--- config.mk ---
export PLATFORM = sky130hd
export DESIGN_NAME = frc_cmd_core
export DESIGN_NICKNAME = d
export VERILOG_FILES = /design/src/rtl/frc_pkg.sv /design/src/rtl/frc_link_if.sv /design/src/rtl/frc_pin_rx.sv /design/src/rtl/frc_cmd_core.sv
export SDC_FILE = /design/constraint.sdc
export NUM_CORES = 1
export LEC_CHECK = 0
export ABC_AREA = 1
export BUFFER_PORTS_ARGS = -buffer_cell sky130_fd_sc_hd__buf_2
export CORE_ASPECT_RATIO = 2
export CORE_UTILIZATION = 60
export CTS_CLUSTER_SIZE = 28
export DETAILED_ROUTE_END_ITERATION = 6
export PLACE_DENSITY = 0.88
export SYNTH_ARGS = -nofsm -noshare
export SYNTH_HDL_FRONTEND = slang
export SYNTH_SLANG_ARGS = --single-unit
--- constraint.sdc ---
create_clock -name mclk_in -period 2 [get_ports mclk_in]
set_input_delay 0.3 -clock mclk_in [delete_from_list [all_inputs] [get_ports mclk_in]]
set_output_delay 0.3 -clock mclk_in [all_outputs]
set_load 0.01 [all_outputs]
--- src/rtl/frc_pkg.sv ---
// package: opcodes, register fields, states and timing of the flash command core
package frc_pkg;
	// timing
	localparam int CLK_PERIOD_NS = 25;
	localparam int SUS_READY_TIME_NS = 100000;
	localparam int SUS_READY_CYC = SUS_READY_TIME_NS / CLK_PERIOD_NS;
	localparam int SUS_CNT_W = 13;
	localparam logic [SUS_CNT_W-1:0] SUS_READY_LOAD = SUS_CNT_W'(SUS_READY_CYC);
	localparam logic [3:0] QUAD_EXIT_CLKS = 4'h2;

	// opcodes handled by the core
	localparam logic [7:0] OP_WRITE_DISABLE = 8'h04;
	localparam logic [7:0] OP_WRITE_ENABLE = 8'h06;
	localparam logic [7:0] OP_STATUS_READ = 8'h05;
	localparam logic [7:0] OP_STATUS_WRITE = 8'h01;
	localparam logic [7:0] OP_FUNC_READ = 8'h48;
	localparam logic [7:0] OP_FUNC_WRITE = 8'h42;
	localparam logic [7:0] OP_QUAD_ENTRY = 8'h35;
	localparam logic [7:0] OP_QUAD_EXIT = 8'hF5;
	localparam logic [7:0] OP_SUSPEND_A = 8'h75;
	localparam logic [7:0] OP_SUSPEND_B = 8'hB0;
	localparam logic [7:0] OP_RESUME_A = 8'h7A;
	localparam logic [7:0] OP_RESUME_B = 8'h30;
	localparam logic [7:0] OP_RESET_ARM = 8'h66;
	localparam logic [7:0] OP_SOFT_RESET = 8'h99;

	// program and erase opcodes forwarded to the engine
	localparam int N_WRITE_OPS = 9;
	localparam logic [7:0] WRITE_OPS [N_WRITE_OPS] = '{
		8'h02, 8'h32, 8'h38, 8'hD7, 8'h20, 8'h52, 8'hD8, 8'hC7, 8'h60};
	localparam int N_PROG_OPS = 3;

	// accepted during any suspend
	localparam int N_SUS_ANY_OPS = 30;
	localparam logic [7:0] SUS_ANY_OPS [N_SUS_ANY_OPS] = '{
		8'h03, 8'h0B, 8'hBB, 8'h3B, 8'hEB, 8'h6B, 8'h0D, 8'hBD, 8'hED, 8'h05,
		8'h48, 8'h82, 8'h7A, 8'h30, 8'hAB, 8'hC0, 8'h63, 8'h83, 8'h61, 8'h81,
		8'h9F, 8'h90, 8'hAF, 8'h4B, 8'h5A, 8'h00, 8'h66, 8'h99, 8'h68, 8'h14};
	// accepted only while an erase is suspended
	localparam int N_SUS_ERASE_OPS = 8;
	localparam logic [7:0] SUS_ERASE_OPS [N_SUS_ERASE_OPS] = '{
		8'h02, 8'h32, 8'h38, 8'h06, 8'h75, 8'hB0, 8'h26, 8'h24};

	// status byte fields
	localparam int SR_BUSY = 0;
	localparam int SR_WR_LATCH = 1;
	localparam int SR_BP_LSB = 2;
	localparam int SR_QUAD_EN = 6;
	localparam int SR_LOCK = 7;
	localparam logic [3:0] SR_BP_RESET = 4'h0;
	// function byte fields
	localparam int FR_RST_DIS = 1;
	localparam int FR_PROG_SUS = 2;
	localparam int FR_ERASE_SUS = 3;
	localparam int FR_IRL_LSB = 4;

	typedef enum logic [1:0] {
		FRC_ENG_IDLE = 2'h0,
		FRC_ENG_PROGRAM = 2'h1,
		FRC_ENG_ERASE = 2'h2,
		FRC_ENG_CHIP_ERASE = 2'h3
	} frc_eng_op_t;

	typedef enum logic [1:0] {
		FRC_ST_IDLE = 2'b00,
		FRC_ST_OPCODE = 2'b01,
		FRC_ST_BODY = 2'b11,
		FRC_ST_HOLD = 2'b10
	} frc_state_t;
endpackage

--- src/rtl/frc_link_if.sv ---
// interface: byte stream between the pin front end and the command core
`timescale 1ns/10ps
`default_nettype none
interface frc_link_if;
	logic quad;
	logic frame_start;
	logic frame_end;
	logic byte_vld;
	logic [7:0] rx_byte;
	logic [3:0] clk_cnt;
	logic tx_en;
	logic [7:0] tx_byte;
	modport rx (input quad, input tx_en, input tx_byte,
		output frame_start, output frame_end, output byte_vld, output rx_byte,
		output clk_cnt);
	modport core (output quad, output tx_en, output tx_byte,
		input frame_start, input frame_end, input byte_vld, input rx_byte,
		input clk_cnt);
endinterface
`default_nettype wire

--- src/rtl/frc_pin_rx.sv ---
// module: pin synchroniser, serial/quad shifter and reply driver
`timescale 1ns/10ps
`default_nettype none
module frc_pin_rx (
	// clock and reset
	input wire logic mclk_in,
	input wire logic rst_n_in,
	// host pins
	input wire logic sck_in,
	input wire logic cs_n_in,
	input wire logic [3:0] io_in,
	output logic [3:0] io_out,
	output logic [3:0] io_oe_out,
	// core side
	frc_link_if.rx lnk
);
	typedef struct packed {
		logic [2:0] sck_s;
		logic [2:0] cs_s;
		logic [11:0] io_s;
		logic sck_f;
		logic cs_n_f;
		logic [3:0] io_f;
		logic [7:0] rx_sh;
		logic [2:0] bit_cnt;
		logic [3:0] clk_cnt;
		logic [7:0] tx_sh;
		logic [2:0] tx_cnt;
		logic byte_vld;
		logic frame_start;
		logic frame_end;
	} frc_pin_rx_state_t;

	frc_pin_rx_state_t q;
	frc_pin_rx_state_t n;
	logic rise;
	logic fall;
	logic [2:0] step;

	always_comb begin
		n = q;
		n.byte_vld = 1'b0;
		n.frame_start = 1'b0;
		n.frame_end = 1'b0;
		// three stages, a change counts once stages two and three agree
		n.sck_s = {q.sck_s[1:0], sck_in};
		n.cs_s = {q.cs_s[1:0], cs_n_in};
		n.io_s = {q.io_s[7:0], io_in};
		if (q.sck_s[1] == q.sck_s[2]) begin
			n.sck_f = q.sck_s[2];
		end
		if (q.cs_s[1] == q.cs_s[2]) begin
			n.cs_n_f = q.cs_s[2];
		end
		if (q.io_s[7:4] == q.io_s[11:8]) begin
			n.io_f = q.io_s[11:8];
		end
		rise = n.sck_f & ~q.sck_f;
		fall = ~n.sck_f & q.sck_f;
		step = lnk.quad ? 3'h4 : 3'h1;
		if (!n.cs_n_f && q.cs_n_f) begin
			n.frame_start = 1'b1;
			n.bit_cnt = 3'h0;
			n.clk_cnt = 4'h0;
			n.tx_cnt = 3'h0;
		end else if (n.cs_n_f && !q.cs_n_f) begin
			n.frame_end = 1'b1;
		end else if (!n.cs_n_f) begin
			if (rise) begin
				// most significant bit or nibble arrives first
				if (lnk.quad) begin
					n.rx_sh = {q.rx_sh[3:0], n.io_f};
				end else begin
					n.rx_sh = {q.rx_sh[6:0], n.io_f[0]};
				end
				n.bit_cnt = q.bit_cnt + step;
				n.byte_vld = (n.bit_cnt == 3'h0);
				if (q.clk_cnt != 4'hF) begin
					n.clk_cnt = q.clk_cnt + 4'h1;
				end
			end
			if (fall && lnk.tx_en) begin
				if (q.tx_cnt == 3'h0) begin
					n.tx_sh = lnk.tx_byte;
				end else if (lnk.quad) begin
					n.tx_sh = {q.tx_sh[3:0], 4'h0};
				end else begin
					n.tx_sh = {q.tx_sh[6:0], 1'b0};
				end
				n.tx_cnt = q.tx_cnt + step;
			end
		end
	end

	always_ff @(posedge mclk_in) begin
		if (!rst_n_in) begin
			q <= '0;
			q.sck_s <= 3'h0;
			q.cs_s <= 3'h7;
			q.cs_n_f <= 1'b1;
		end else begin
			q <= n;
		end
	end

	assign lnk.frame_start = q.frame_start;
	assign lnk.frame_end = q.frame_end;
	assign lnk.byte_vld = q.byte_vld;
	assign lnk.rx_byte = q.rx_sh;
	assign lnk.clk_cnt = q.clk_cnt;
	assign io_out = lnk.quad ? q.tx_sh[7:4] : {2'b00, q.tx_sh[7], 1'b0};
	assign io_oe_out = (lnk.tx_en && !q.cs_n_f) ? (lnk.quad ? 4'hF : 4'h2) : 4'h0;
endmodule
`default_nettype wire

--- src/rtl/frc_cmd_core.sv ---
// module: status/function register commands, quad mode and suspend/resume control
`timescale 1ns/10ps
`default_nettype none
module frc_cmd_core (
	// clock and reset
	input wire logic mclk_in,
	input wire logic rst_n_in,
	// host pins
	input wire logic sck_in,
	input wire logic cs_n_in,
	input wire logic [3:0] io_in,
	output logic [3:0] io_out,
	output logic [3:0] io_oe_out,
	// program/erase engine
	input wire logic eng_busy_in,
	input wire frc_pkg::frc_eng_op_t eng_op_in,
	output logic eng_suspend_out,
	output logic eng_resume_out,
	output logic wr_cmd_out,
	output logic [7:0] wr_opcode_out,
	// non-volatile updates and reset
	output logic nv_status_wr_out,
	output logic nv_func_wr_out,
	output logic soft_reset_out,
	// state seen by the rest of the device
	output logic [7:0] status_reg_out,
	output logic [7:0] func_reg_out,
	output logic quad_mode_out,
	output logic write_enable_latch_out
);
	typedef struct packed {
		frc_pkg::frc_state_t state;
		logic quad;
		logic wr_latch;
		logic busy;
		logic [3:0] bp;
		logic quad_en;
		logic sr_lock;
		logic rst_dis;
		logic [3:0] irl;
		logic prog_sus;
		logic erase_sus;
		logic rst_armed;
		logic [frc_pkg::SUS_CNT_W-1:0] sus_cnt;
		logic [7:0] opcode;
		logic [7:0] arg;
		logic got_arg;
		logic tx_en;
		logic [7:0] tx_byte;
		logic eng_suspend;
		logic eng_resume;
		logic wr_cmd;
		logic [7:0] wr_opcode;
		logic nv_status_wr;
		logic nv_func_wr;
		logic soft_reset;
	} frc_core_state_t;

	frc_core_state_t q;
	frc_core_state_t n;
	logic settling;
	logic suspended;

	frc_link_if lnk ();

	frc_pin_rx u_pin_rx (
		.mclk_in(mclk_in),
		.rst_n_in(rst_n_in),
		.sck_in(sck_in),
		.cs_n_in(cs_n_in),
		.io_in(io_in),
		.io_out(io_out),
		.io_oe_out(io_oe_out),
		.lnk(lnk.rx)
	);

	function automatic logic is_write_op(input logic [7:0] op);
		logic hit;
		hit = 1'b0;
		for (int i = 0; i < frc_pkg::N_WRITE_OPS; i++) begin
			if (op == frc_pkg::WRITE_OPS[i]) begin
				hit = 1'b1;
			end
		end
		return hit;
	endfunction

	function automatic logic is_suspend(input logic [7:0] op);
		return (op == frc_pkg::OP_SUSPEND_A) || (op == frc_pkg::OP_SUSPEND_B);
	endfunction

	function automatic logic is_resume(input logic [7:0] op);
		return (op == frc_pkg::OP_RESUME_A) || (op == frc_pkg::OP_RESUME_B);
	endfunction

	// filter of opcodes while a suspend is in force
	function automatic logic sus_allowed(input logic [7:0] op, input logic erase_sus);
		logic hit;
		hit = 1'b0;
		for (int i = 0; i < frc_pkg::N_SUS_ANY_OPS; i++) begin
			if (op == frc_pkg::SUS_ANY_OPS[i]) begin
				hit = 1'b1;
			end
		end
		for (int i = 0; i < frc_pkg::N_SUS_ERASE_OPS; i++) begin
			if (erase_sus && op == frc_pkg::SUS_ERASE_OPS[i]) begin
				hit = 1'b1;
			end
		end
		return hit;
	endfunction

	function automatic logic [7:0] status_byte(input frc_core_state_t s);
		logic [7:0] b;
		b = 8'h00;
		b[frc_pkg::SR_BUSY] = s.busy;
		b[frc_pkg::SR_WR_LATCH] = s.wr_latch;
		b[frc_pkg::SR_BP_LSB +: 4] = s.bp;
		b[frc_pkg::SR_QUAD_EN] = s.quad_en;
		b[frc_pkg::SR_LOCK] = s.sr_lock;
		return b;
	endfunction

	function automatic logic [7:0] func_byte(input frc_core_state_t s);
		logic [7:0] b;
		b = 8'h00;
		b[frc_pkg::FR_RST_DIS] = s.rst_dis;
		b[frc_pkg::FR_PROG_SUS] = s.prog_sus;
		b[frc_pkg::FR_ERASE_SUS] = s.erase_sus;
		b[frc_pkg::FR_IRL_LSB +: 4] = s.irl;
		return b;
	endfunction

	assign settling = (q.sus_cnt != '0);
	assign suspended = q.prog_sus | q.erase_sus;

	always_comb begin
		n = q;
		n.eng_suspend = 1'b0;
		n.eng_resume = 1'b0;
		n.wr_cmd = 1'b0;
		n.nv_status_wr = 1'b0;
		n.nv_func_wr = 1'b0;
		n.soft_reset = 1'b0;
		// suspend settle time: busy until the engine has paused
		if (settling) begin
			n.sus_cnt = q.sus_cnt - frc_pkg::SUS_CNT_W'(1);
		end
		n.busy = eng_busy_in | settling;
		case (q.state)
			frc_pkg::FRC_ST_IDLE: begin
				n.tx_en = 1'b0;
				if (lnk.frame_start) begin
					n.state = frc_pkg::FRC_ST_OPCODE;
					n.got_arg = 1'b0;
				end
			end
			frc_pkg::FRC_ST_OPCODE: begin
				if (lnk.frame_end) begin
					n.state = frc_pkg::FRC_ST_IDLE;
				end else if (lnk.byte_vld) begin
					n.opcode = lnk.rx_byte;
					n.state = frc_pkg::FRC_ST_BODY;
					if (settling && lnk.rx_byte != frc_pkg::OP_STATUS_READ) begin
						n.state = frc_pkg::FRC_ST_HOLD;
					end else if (suspended && !sus_allowed(lnk.rx_byte, q.erase_sus)) begin
						n.state = frc_pkg::FRC_ST_HOLD;
					end else if (lnk.rx_byte == frc_pkg::OP_STATUS_READ) begin
						n.tx_en = 1'b1;
						n.tx_byte = status_byte(q);
					end else if (lnk.rx_byte == frc_pkg::OP_FUNC_READ) begin
						n.tx_en = 1'b1;
						n.tx_byte = func_byte(q);
					end
				end
			end
			frc_pkg::FRC_ST_BODY: begin
				if (lnk.byte_vld && !q.got_arg) begin
					n.arg = lnk.rx_byte;
					n.got_arg = 1'b1;
				end
				// replies track live state so polling sees the busy bit fall
				if (q.opcode == frc_pkg::OP_STATUS_READ) begin
					n.tx_byte = status_byte(q);
				end else if (q.opcode == frc_pkg::OP_FUNC_READ) begin
					n.tx_byte = func_byte(q);
				end
				if (lnk.frame_end) begin
					n.state = frc_pkg::FRC_ST_IDLE;
					n.tx_en = 1'b0;
					n.rst_armed = (q.opcode == frc_pkg::OP_RESET_ARM);
					// reset only when the previous completed frame armed it
					if (q.opcode == frc_pkg::OP_SOFT_RESET && q.rst_armed) begin
						n.soft_reset = 1'b1;
						n.wr_latch = 1'b0;
					end
					if (q.opcode == frc_pkg::OP_WRITE_DISABLE) begin
						n.wr_latch = 1'b0;
					end
					if (q.opcode == frc_pkg::OP_WRITE_ENABLE) begin
						n.wr_latch = 1'b1;
					end
					// a frame cut before its data byte must not write anything
					if (q.opcode == frc_pkg::OP_STATUS_WRITE && q.wr_latch && q.got_arg
						&& !q.busy) begin
						n.bp = q.arg[frc_pkg::SR_BP_LSB +: 4];
						n.sr_lock = q.arg[frc_pkg::SR_LOCK];
						n.quad_en = q.arg[frc_pkg::SR_QUAD_EN];
						n.nv_status_wr = 1'b1;
						n.wr_latch = 1'b0;
					end
					if (q.opcode == frc_pkg::OP_FUNC_WRITE && q.wr_latch && q.got_arg
						&& !q.busy) begin
						// one-time bits can only be or-ed
						n.rst_dis = q.rst_dis | q.arg[frc_pkg::FR_RST_DIS];
						n.irl = q.irl | q.arg[frc_pkg::FR_IRL_LSB +: 4];
						n.nv_func_wr = 1'b1;
						n.wr_latch = 1'b0;
					end
					if (q.opcode == frc_pkg::OP_QUAD_ENTRY && !q.quad) begin
						n.quad = 1'b1;
					end
					if (q.opcode == frc_pkg::OP_QUAD_EXIT && q.quad
						&& lnk.clk_cnt == frc_pkg::QUAD_EXIT_CLKS) begin
						n.quad = 1'b0;
					end
					// the latch is spent when the command is taken, not when it ends
					if (is_write_op(q.opcode) && q.wr_latch && !eng_busy_in) begin
						n.wr_cmd = 1'b1;
						n.wr_opcode = q.opcode;
						n.wr_latch = 1'b0;
					end
					// either suspend code, in either mode
					// a suspend with the engine idle has nothing to pause
					if (is_suspend(q.opcode) && eng_busy_in) begin
						case (eng_op_in)
							frc_pkg::FRC_ENG_PROGRAM: begin
								n.prog_sus = 1'b1;
								n.wr_latch = 1'b0;
								n.sus_cnt = frc_pkg::SUS_READY_LOAD;
								n.eng_suspend = 1'b1;
							end
							frc_pkg::FRC_ENG_ERASE: begin
								n.erase_sus = 1'b1;
								n.wr_latch = 1'b0;
								n.sus_cnt = frc_pkg::SUS_READY_LOAD;
								n.eng_suspend = 1'b1;
							end
							frc_pkg::FRC_ENG_CHIP_ERASE: begin
								// whole-array erase runs on untouched
								n.prog_sus = q.prog_sus;
							end
							default: begin
								n.prog_sus = q.prog_sus;
							end
						endcase
					end
					// innermost suspend resumes first
					// a program started inside an erase suspend is the inner one
					if (is_resume(q.opcode)) begin
						if (q.prog_sus) begin
							n.prog_sus = 1'b0;
							n.eng_resume = 1'b1;
						end else if (q.erase_sus) begin
							n.erase_sus = 1'b0;
							n.eng_resume = 1'b1;
						end
					end
				end
			end
			frc_pkg::FRC_ST_HOLD: begin
				// refused frame: no reply and no state change beyond disarming the reset
				n.tx_en = 1'b0;
				if (lnk.frame_end) begin
					n.state = frc_pkg::FRC_ST_IDLE;
					// any other completed frame disarms the reset
					n.rst_armed = 1'b0;
				end
			end
			default: begin
				n.state = frc_pkg::FRC_ST_IDLE;
				n.tx_en = 1'b0;
			end
		endcase
	end

	always_ff @(posedge mclk_in) begin
		if (!rst_n_in) begin
			q <= '0;
			q.state <= frc_pkg::FRC_ST_IDLE;
			q.bp <= frc_pkg::SR_BP_RESET;
		end else begin
			q <= n;
		end
	end

	// quad mode steers the front end's bit width
	assign lnk.quad = q.quad;
	assign lnk.tx_en = q.tx_en;
	assign lnk.tx_byte = q.tx_byte;

	assign eng_suspend_out = q.eng_suspend;
	assign eng_resume_out = q.eng_resume;
	assign wr_cmd_out = q.wr_cmd;
	assign wr_opcode_out = q.wr_opcode;
	assign nv_status_wr_out = q.nv_status_wr;
	assign nv_func_wr_out = q.nv_func_wr;
	assign soft_reset_out = q.soft_reset;
	assign status_reg_out = status_byte(q);
	assign func_reg_out = func_byte(q);
	assign quad_mode_out = q.quad;
	assign write_enable_latch_out = q.wr_latch;
endmodule
`default_nettype wire

==> results.cfg, run 1 <==
[logic_synthesis]
syn-num-nets = 907
ys_ff_latch = 124
synthMuxAreaShare_pct = 0
synth-compound-area-share_pct = 13.62
synth_area_mm2 = 0.006120
synth_top_family_by_area = simple AND/OR/NAND/NOR gates
ys_warn_count = 0
async_flop_share_pct = 0
syn_avg_cell_area_um2 = 6.923
synth-seq-area-share_pct = 40.56
synth_top_flop_cell = dfxtp_1
synthAdderAreaFrac_pct = 2.453
synth-simple-area-share_pct = 29.44
synth_edf_count = 0
synth.distinct_cells = 43
synth_cells = 884
synth_xor_area_share_pct = 1.574

[min_path]
hold_class = in2reg

[flow_run]
cap_viol_max_count = 0

[timing]
worst_pin_slew_ns = 0.5316
finalCritPeriodShare_pct = 93.88
max-slew-margin-rel_pct = 64.26
setup_slack_ns = 0.1224
min_period_ns = 1.878
finalSetupViolations = 0
fmax_ghz = 0.5326
hold_violations = 0
maxSlewViolCount = 0
setup_tns_ns = 0
clock_skew_ns = 0.007921

[worst_setup_path]
cpLargestDelayFamily = simple AND/OR/NAND/NOR gates
r2r_cells = 10
crit_required_ns = 2.32
critPathBufInv = 4
critical_path.startpoint = q[35]
cp_slowest_cell = dfxtp_1
path_depth = 10
path_class = reg2reg
regToRegStartpoint = q[35]
crit_arrival_ns = 2.20
endpoint = q[48]
start_kind = flip-flop
critPathCaptureType = flip-flop
r2r_end = q[48]
r2r_slack_ns = 0.12
cp_max_fo = 5
cp_common_cell = inv_2
crit_path_cell_trace = nor2_1 > inv_2 > nor2_2 > inv_2 > o21ai_1 > nand2_1 > inv_2 > nand3_2 > buf_4 > a31oi_1
critPathMaxStageDelay_ns = 0.36

[clock_network]
cts_tree = done
clk_latency_ns = 0.42
clockBufferDepth = 2
h-tree-depth = 4
clkSinkCount = 124
cts_buffers = 17
clockRootBuffer = clkbuf_16
clk_pin_slew_ns = 0.06
hold_buffers = 0

[final_layout]
utilization_pct = 72.64
drive_above_1_share_pct = 18.18
multiInputGateArea_mm2 = 0.002897
fillers = 786
layout_commonest_cell = nand2_1
mostFrequentLayoutCells = 198 x nand2_1, 129 x nor2_1, 123 x dfxtp_1
syn2layout_area_growth_pct = 16.64
insertedDiodeCount = 0
register_area_mm2 = 0.002484
nets = 967

[route]
totalWireLength_um = 17110
drtIter0Drc = 494
drc_errors = 0
avgRoutedWirePerCell_um = 15.71
vias = 6063
postRouteAntennaNets = 0
drt_first_pass_iters = 6
routed_via_density = 5.567

[placement]
dp_hpwl_um = 11840
gp_congestion = 0.9849
io_buffers = 49
pre_cts_slack_ns = 0.07152

[run_status]
outcome = finished, final reports clean

[die]
fp.dieW_um = 73.41
die_area_mm2 = 0.01063
die_y_um = 144.8
placementRows = 51
start_util_pct = 62.27
core_mm2 = 0.009827
io_pins = 51

[global_route]
grt_start_max_net_pins = 61
grt_pass1_vias = 5812
grt_overflow = 0
antenna_found_initial = 0
grt_use_total_pct = 33.98
grt_pass1_wl_um = 26850

[power_and_ir_drop]
power_density_mw_per_mm2 = 893.4
ir_worst_vdd_v = 0.0008657
p_leak_nw = 3.293
layout make-up:
type	instances	area share, %
Timing Repair Buffer	92	8.484
Tap cell	132	2.314
Multi-Input combinational cell	594	40.58
Sequential cell	124	34.79
Clock inverter	11	1.332
Clock buffer	21	6.450
Inverter	115	6.047
how the worst min path moves through the flow:
| stage | start | end | slack (ns) | depth (start not counted) |
|---|---|---|---|---|
| global route | sck_in | u_pin_rx.n[51] | 0.07 | 3 |
| floorplan | u_pin_rx.n[39] | u_pin_rx.n[43] | 0.39 | 2 |
| global placement | u_pin_rx.n[42] | u_pin_rx.n[46] | 0.39 | 2 |
| CTS | io_in[2] | u_pin_rx.n[41] | 0.06 | 3 |
| finish | cs_n_in | u_pin_rx.n[48] | 0.07 | 2 |
| detailed placement | u_pin_rx.n[39] | u_pin_rx.n[43] | 0.40 | 2 |
flip-flops by register name, indices dropped and copies added (netlist names):
signal and flops:
wr_cmd_out 1, status_reg_out 7, u_pin_rx.n 12, u_pin_rx.lnk.byte_vld 1, u_pin_rx.lnk.frame_start 1, nv_func_wr_out 1
quad_mode_out 1, nv_status_wr_out 1, u_pin_rx.lnk.rx_byte 8, u_pin_rx.q 26, q 32, lnk.tx_en 1
u_pin_rx.lnk.clk_cnt 4, soft_reset_out 1, eng_resume_out 1, write_enable_latch_out 1, wr_opcode_out 8, func_reg_out 7
eng_suspend_out 1, u_pin_rx.lnk.frame_end 1, lnk.tx_byte 8
cells in the mapped netlist, drive strengths merged, types with 2 or more instances:
master | number | area share [%]
nand2 | 202 | 13
nor2 | 146 | 10
dfxtp | 124 | 41
inv | 112 | 6.9
o21ai | 73 | 6.0
a21oi | 48 | 3.9
nand3 | 40 | 3.9
buf | 37 | 4.4
a31oi | 18 | 1.8
clkbuf | 14 | 0.86
nor3 | 13 | 1.2
ha | 12 | 2.5
xor2 | 10 | 1.4
nand4 | 6 | 0.61
a22o | 5 | 0.72
or2 | 4 | 0.41
clkinv | 3 | 0.18
nor4 | 3 | 0.31
a22oi | 2 | 0.25
o211ai | 2 | 0.25
metal layers:
layer,vias up,track usage [%],wire (µm),part of all wire (%)
met4,0,29.15,1443,8.4
met2,288,59.65,8962,52
met1,2753,30.68,5628,33
met5,-,0,0,0
li1,2913,-,-,-
met3,109,10.46,1070,6.3
power breakdown:
part	switching (W)	internal, W
logic	0.000544	0.000307
registers	0.0000869	0.00258
clock network	0.00110	0.00176
total	0.00173	0.00465
cells by family after synthesis:
group	after synthesis
other cells	1
simple gates	417
flops	124
compound gates	153
xor+xnor	11
fa+ha+maj	12
buf+inv	166
through the flow:
stage | instance area, µm² | hold slack [ns] | instances | total power, W
6_report | 7138 | 0.06525 | 1089 | 0.006377
4_1_cts | 7063 | 0.06163 | 1084 | 0.006329
3_5_place_dp | 6507 | 0.4013 | 1052 | 0.003476
3_3_place_gp | 6507 | 0.3916 | 1052 | 0.003443
2_1_floorplan | 6120 | 0.3905 | 884 | 0.003289
5_1_grt | 7138 | 0.06655 | 1089 | 0.006617
worst reg2reg max path: cells and delay by family (launching register included):
kind / cells / cell delay, ns
buffers and inverters: 4 / 0.41
and+or+nand+nor: 4 / 0.61
DFF: 1 / 0.36
AOI/OAI and AO/OA: 2 / 0.40
what timing repair did:
action,4_1_cts,5_1_grt
setup buffers,0,5
endpoints found under the hold margin,0,0
resized for setup,0,4
endpoints found under the setup margin,0,17
No activity file was read; power rests on OpenSTA's default activity.
==> run 2: changes to the inputs <==
--- a/config.mk
+++ b/config.mk
@@ -7,11 +7,13 @@
 export LEC_CHECK = 0
 export ABC_AREA = 1
 export BUFFER_PORTS_ARGS = -buffer_cell sky130_fd_sc_hd__buf_2
+export CELL_PAD_IN_SITES_DETAIL_PLACEMENT = 1
+export CELL_PAD_IN_SITES_GLOBAL_PLACEMENT = 1
 export CORE_ASPECT_RATIO = 2
-export CORE_UTILIZATION = 60
+export CORE_UTILIZATION = 43
 export CTS_CLUSTER_SIZE = 28
 export DETAILED_ROUTE_END_ITERATION = 6
-export PLACE_DENSITY = 0.88
+export PLACE_DENSITY = 0.87
 export SYNTH_ARGS = -nofsm -noshare
 export SYNTH_HDL_FRONTEND = slang
 export SYNTH_SLANG_ARGS = --single-unit
==> results.cfg, run 2 (synthesized netlist as in run 1, its figures left out) <==
[run_status]
outcome = finished, final reports clean

[clock_network]
clkSinkCount = 124
cts_tree = done
clockRootBuffer = clkbuf_16
cts_buffers = 17
clockBufferDepth = 2
clk_latency_ns = 0.43
hold_buffers = 0
h-tree-depth = 4
clk_pin_slew_ns = 0.05

[die]
core_mm2 = 0.01389
fp.dieW_um = 86.36
die_y_um = 170.7
placementRows = 61
io_pins = 51
die_area_mm2 = 0.01474
start_util_pct = 44.06

[timing]
setup_tns_ns = 0
clock_skew_ns = 0.01008
maxSlewViolCount = 0
finalCritPeriodShare_pct = 95.96
worst_pin_slew_ns = 0.5567
hold_violations = 0
max-slew-margin-rel_pct = 62.57
fmax_ghz = 0.5210
min_period_ns = 1.919
finalSetupViolations = 0

[final_layout]
register_area_mm2 = 0.002484
fillers = 1837
stdcell_area_mm2 = 0.007247
insertedDiodeCount = 0
nets = 965
layout_commonest_cell = nand2_1
drive_above_1_share_pct = 18.15
syn2layout_area_growth_pct = 18.42
mostFrequentLayoutCells = 197 x nand2_1, 130 x nor2_1, 123 x dfxtp_1
largest_register = q
largest_register_ffs = 32
multiInputGateArea_mm2 = 0.002923

[global_route]
grt_start_max_net_pins = 78
grt_use_total_pct = 29.11
grt_pass1_wl_um = 32240
grt_overflow = 0
grt_pass1_vias = 6466
antenna_found_initial = 0

[route]
vias = 6144
totalWireLength_um = 20620
drt_first_pass_iters = 4
drc_errors = 0
postRouteAntennaNets = 0
avgRoutedWirePerCell_um = 18.05
drtIter0Drc = 267
routed_via_density = 5.380

[worst_setup_path]
crit_required_ns = 2.32
crit_arrival_ns = 2.24
r2r_slack_ns = 0.08
path_class = reg2reg
start_kind = flip-flop
cp_max_fo = 11
critPathCaptureType = flip-flop

[placement]
place_area_mm2 = 0.006571
io_buffers = 49
gp_congestion = 0.9967
dp_hpwl_um = 14370

[power_and_ir_drop]
power_w = 0.006754
p_leak_nw = 3.306
power_density_mw_per_mm2 = 932.0
ir_worst_vdd_v = 0.0006513

[min_path]
hold_class = in2reg

[flow_run]
cap_viol_max_count = 0
[run 2: changes by cell type in the layout (fill, tap and decap cells not counted), sizes merged]
cell and delta:
clkinv -4, bufinv +3, clkinvlp -3, buf -2, clkbuf +2
[run 2: timing repair]
| item | in CTS | in global routing |
|---|---|---|
| cloned | 0 | 0 |
| gates resized for setup | 1 | 11 |
| buffers inserted | 4 | 0 |
| endpoints found under the setup margin | 5 | 25 |
| pin swaps | 1 | 0 |
| endpoints found under the hold margin | 0 | 0 |
[run 2: metrics by stage]
stage	util [%]	setup WS, ns	hold slack [ns]	instances
6_report	52.17	0.08076	0.05150	1142
2_1_floorplan	-	0.1135	0.3905	884
3_5_place_dp	47.31	-0.01042	0.4023	1108
5_1_grt	52.17	-0.01431	0.07316	1142
4_1_cts	51.92	0.01584	0.04817	1142
3_3_place_gp	47.31	0.01007	0.3934	1108
[run 2: report_power, final]
| part | leakage, nW | switching [W] | internal, W |
|---|---|---|---|
| combinational | 2.00 | 0.000555 | 0.000272 |
| clock | 0.297 | 0.00112 | 0.00213 |
| sequential | 1.01 | 0.0000931 | 0.00258 |
| total | 3.31 | 0.00177 | 0.00498 |
[run 2: path summary, 6_finish.rpt]
check,cells after the start,startpoint,to
worst max-delay path,10,q[35],lnk.tx_byte[1]
worst min-delay path,3,io_in[0],u_pin_rx.n[39]
worst max register to register,10,q[35],lnk.tx_byte[1]
worst min register to register,2,u_pin_rx.n[42],u_pin_rx.n[46]
[run 2: routing by layer]
| metal | wire length [µm] | global-route usage, % | part of all wire, % | vias to the layer above |
|---|---|---|---|---|
| li1 | - | - | - | 2898 |
| met2 | 11240 | 56.45 | 55 | 188 |
| met4 | 1668 | 21.38 | 8.1 | 0 |
| met1 | 6962 | 25.57 | 34 | 2962 |
| met3 | 742 | 5.548 | 3.6 | 96 |
| met5 | 0 | 0 | 0 | - |
[run 2: cell type report]
class | instances | share of cell area, %
tap | 189 | 3.263
clock inverter | 7 | 1.916
timing repair buffer | 90 | 7.804
sequential | 124 | 34.27
multi-input combinational | 594 | 40.33
clock buffer | 23 | 6.457
inverter | 115 | 5.956
[run 2: worst max-delay path, cell delays in order, from the launching register on]
cell and delay [ns]:
dfxtp_1 0.38, inv_2 0.05, nor2_1 0.28, nand2_2 0.17, o211ai_1 0.28, nand3_2 0.15, nor2_4 0.14, buf_4 0.18
nand2_1 0.07, nand2_1 0.07, nor2_1 0.04
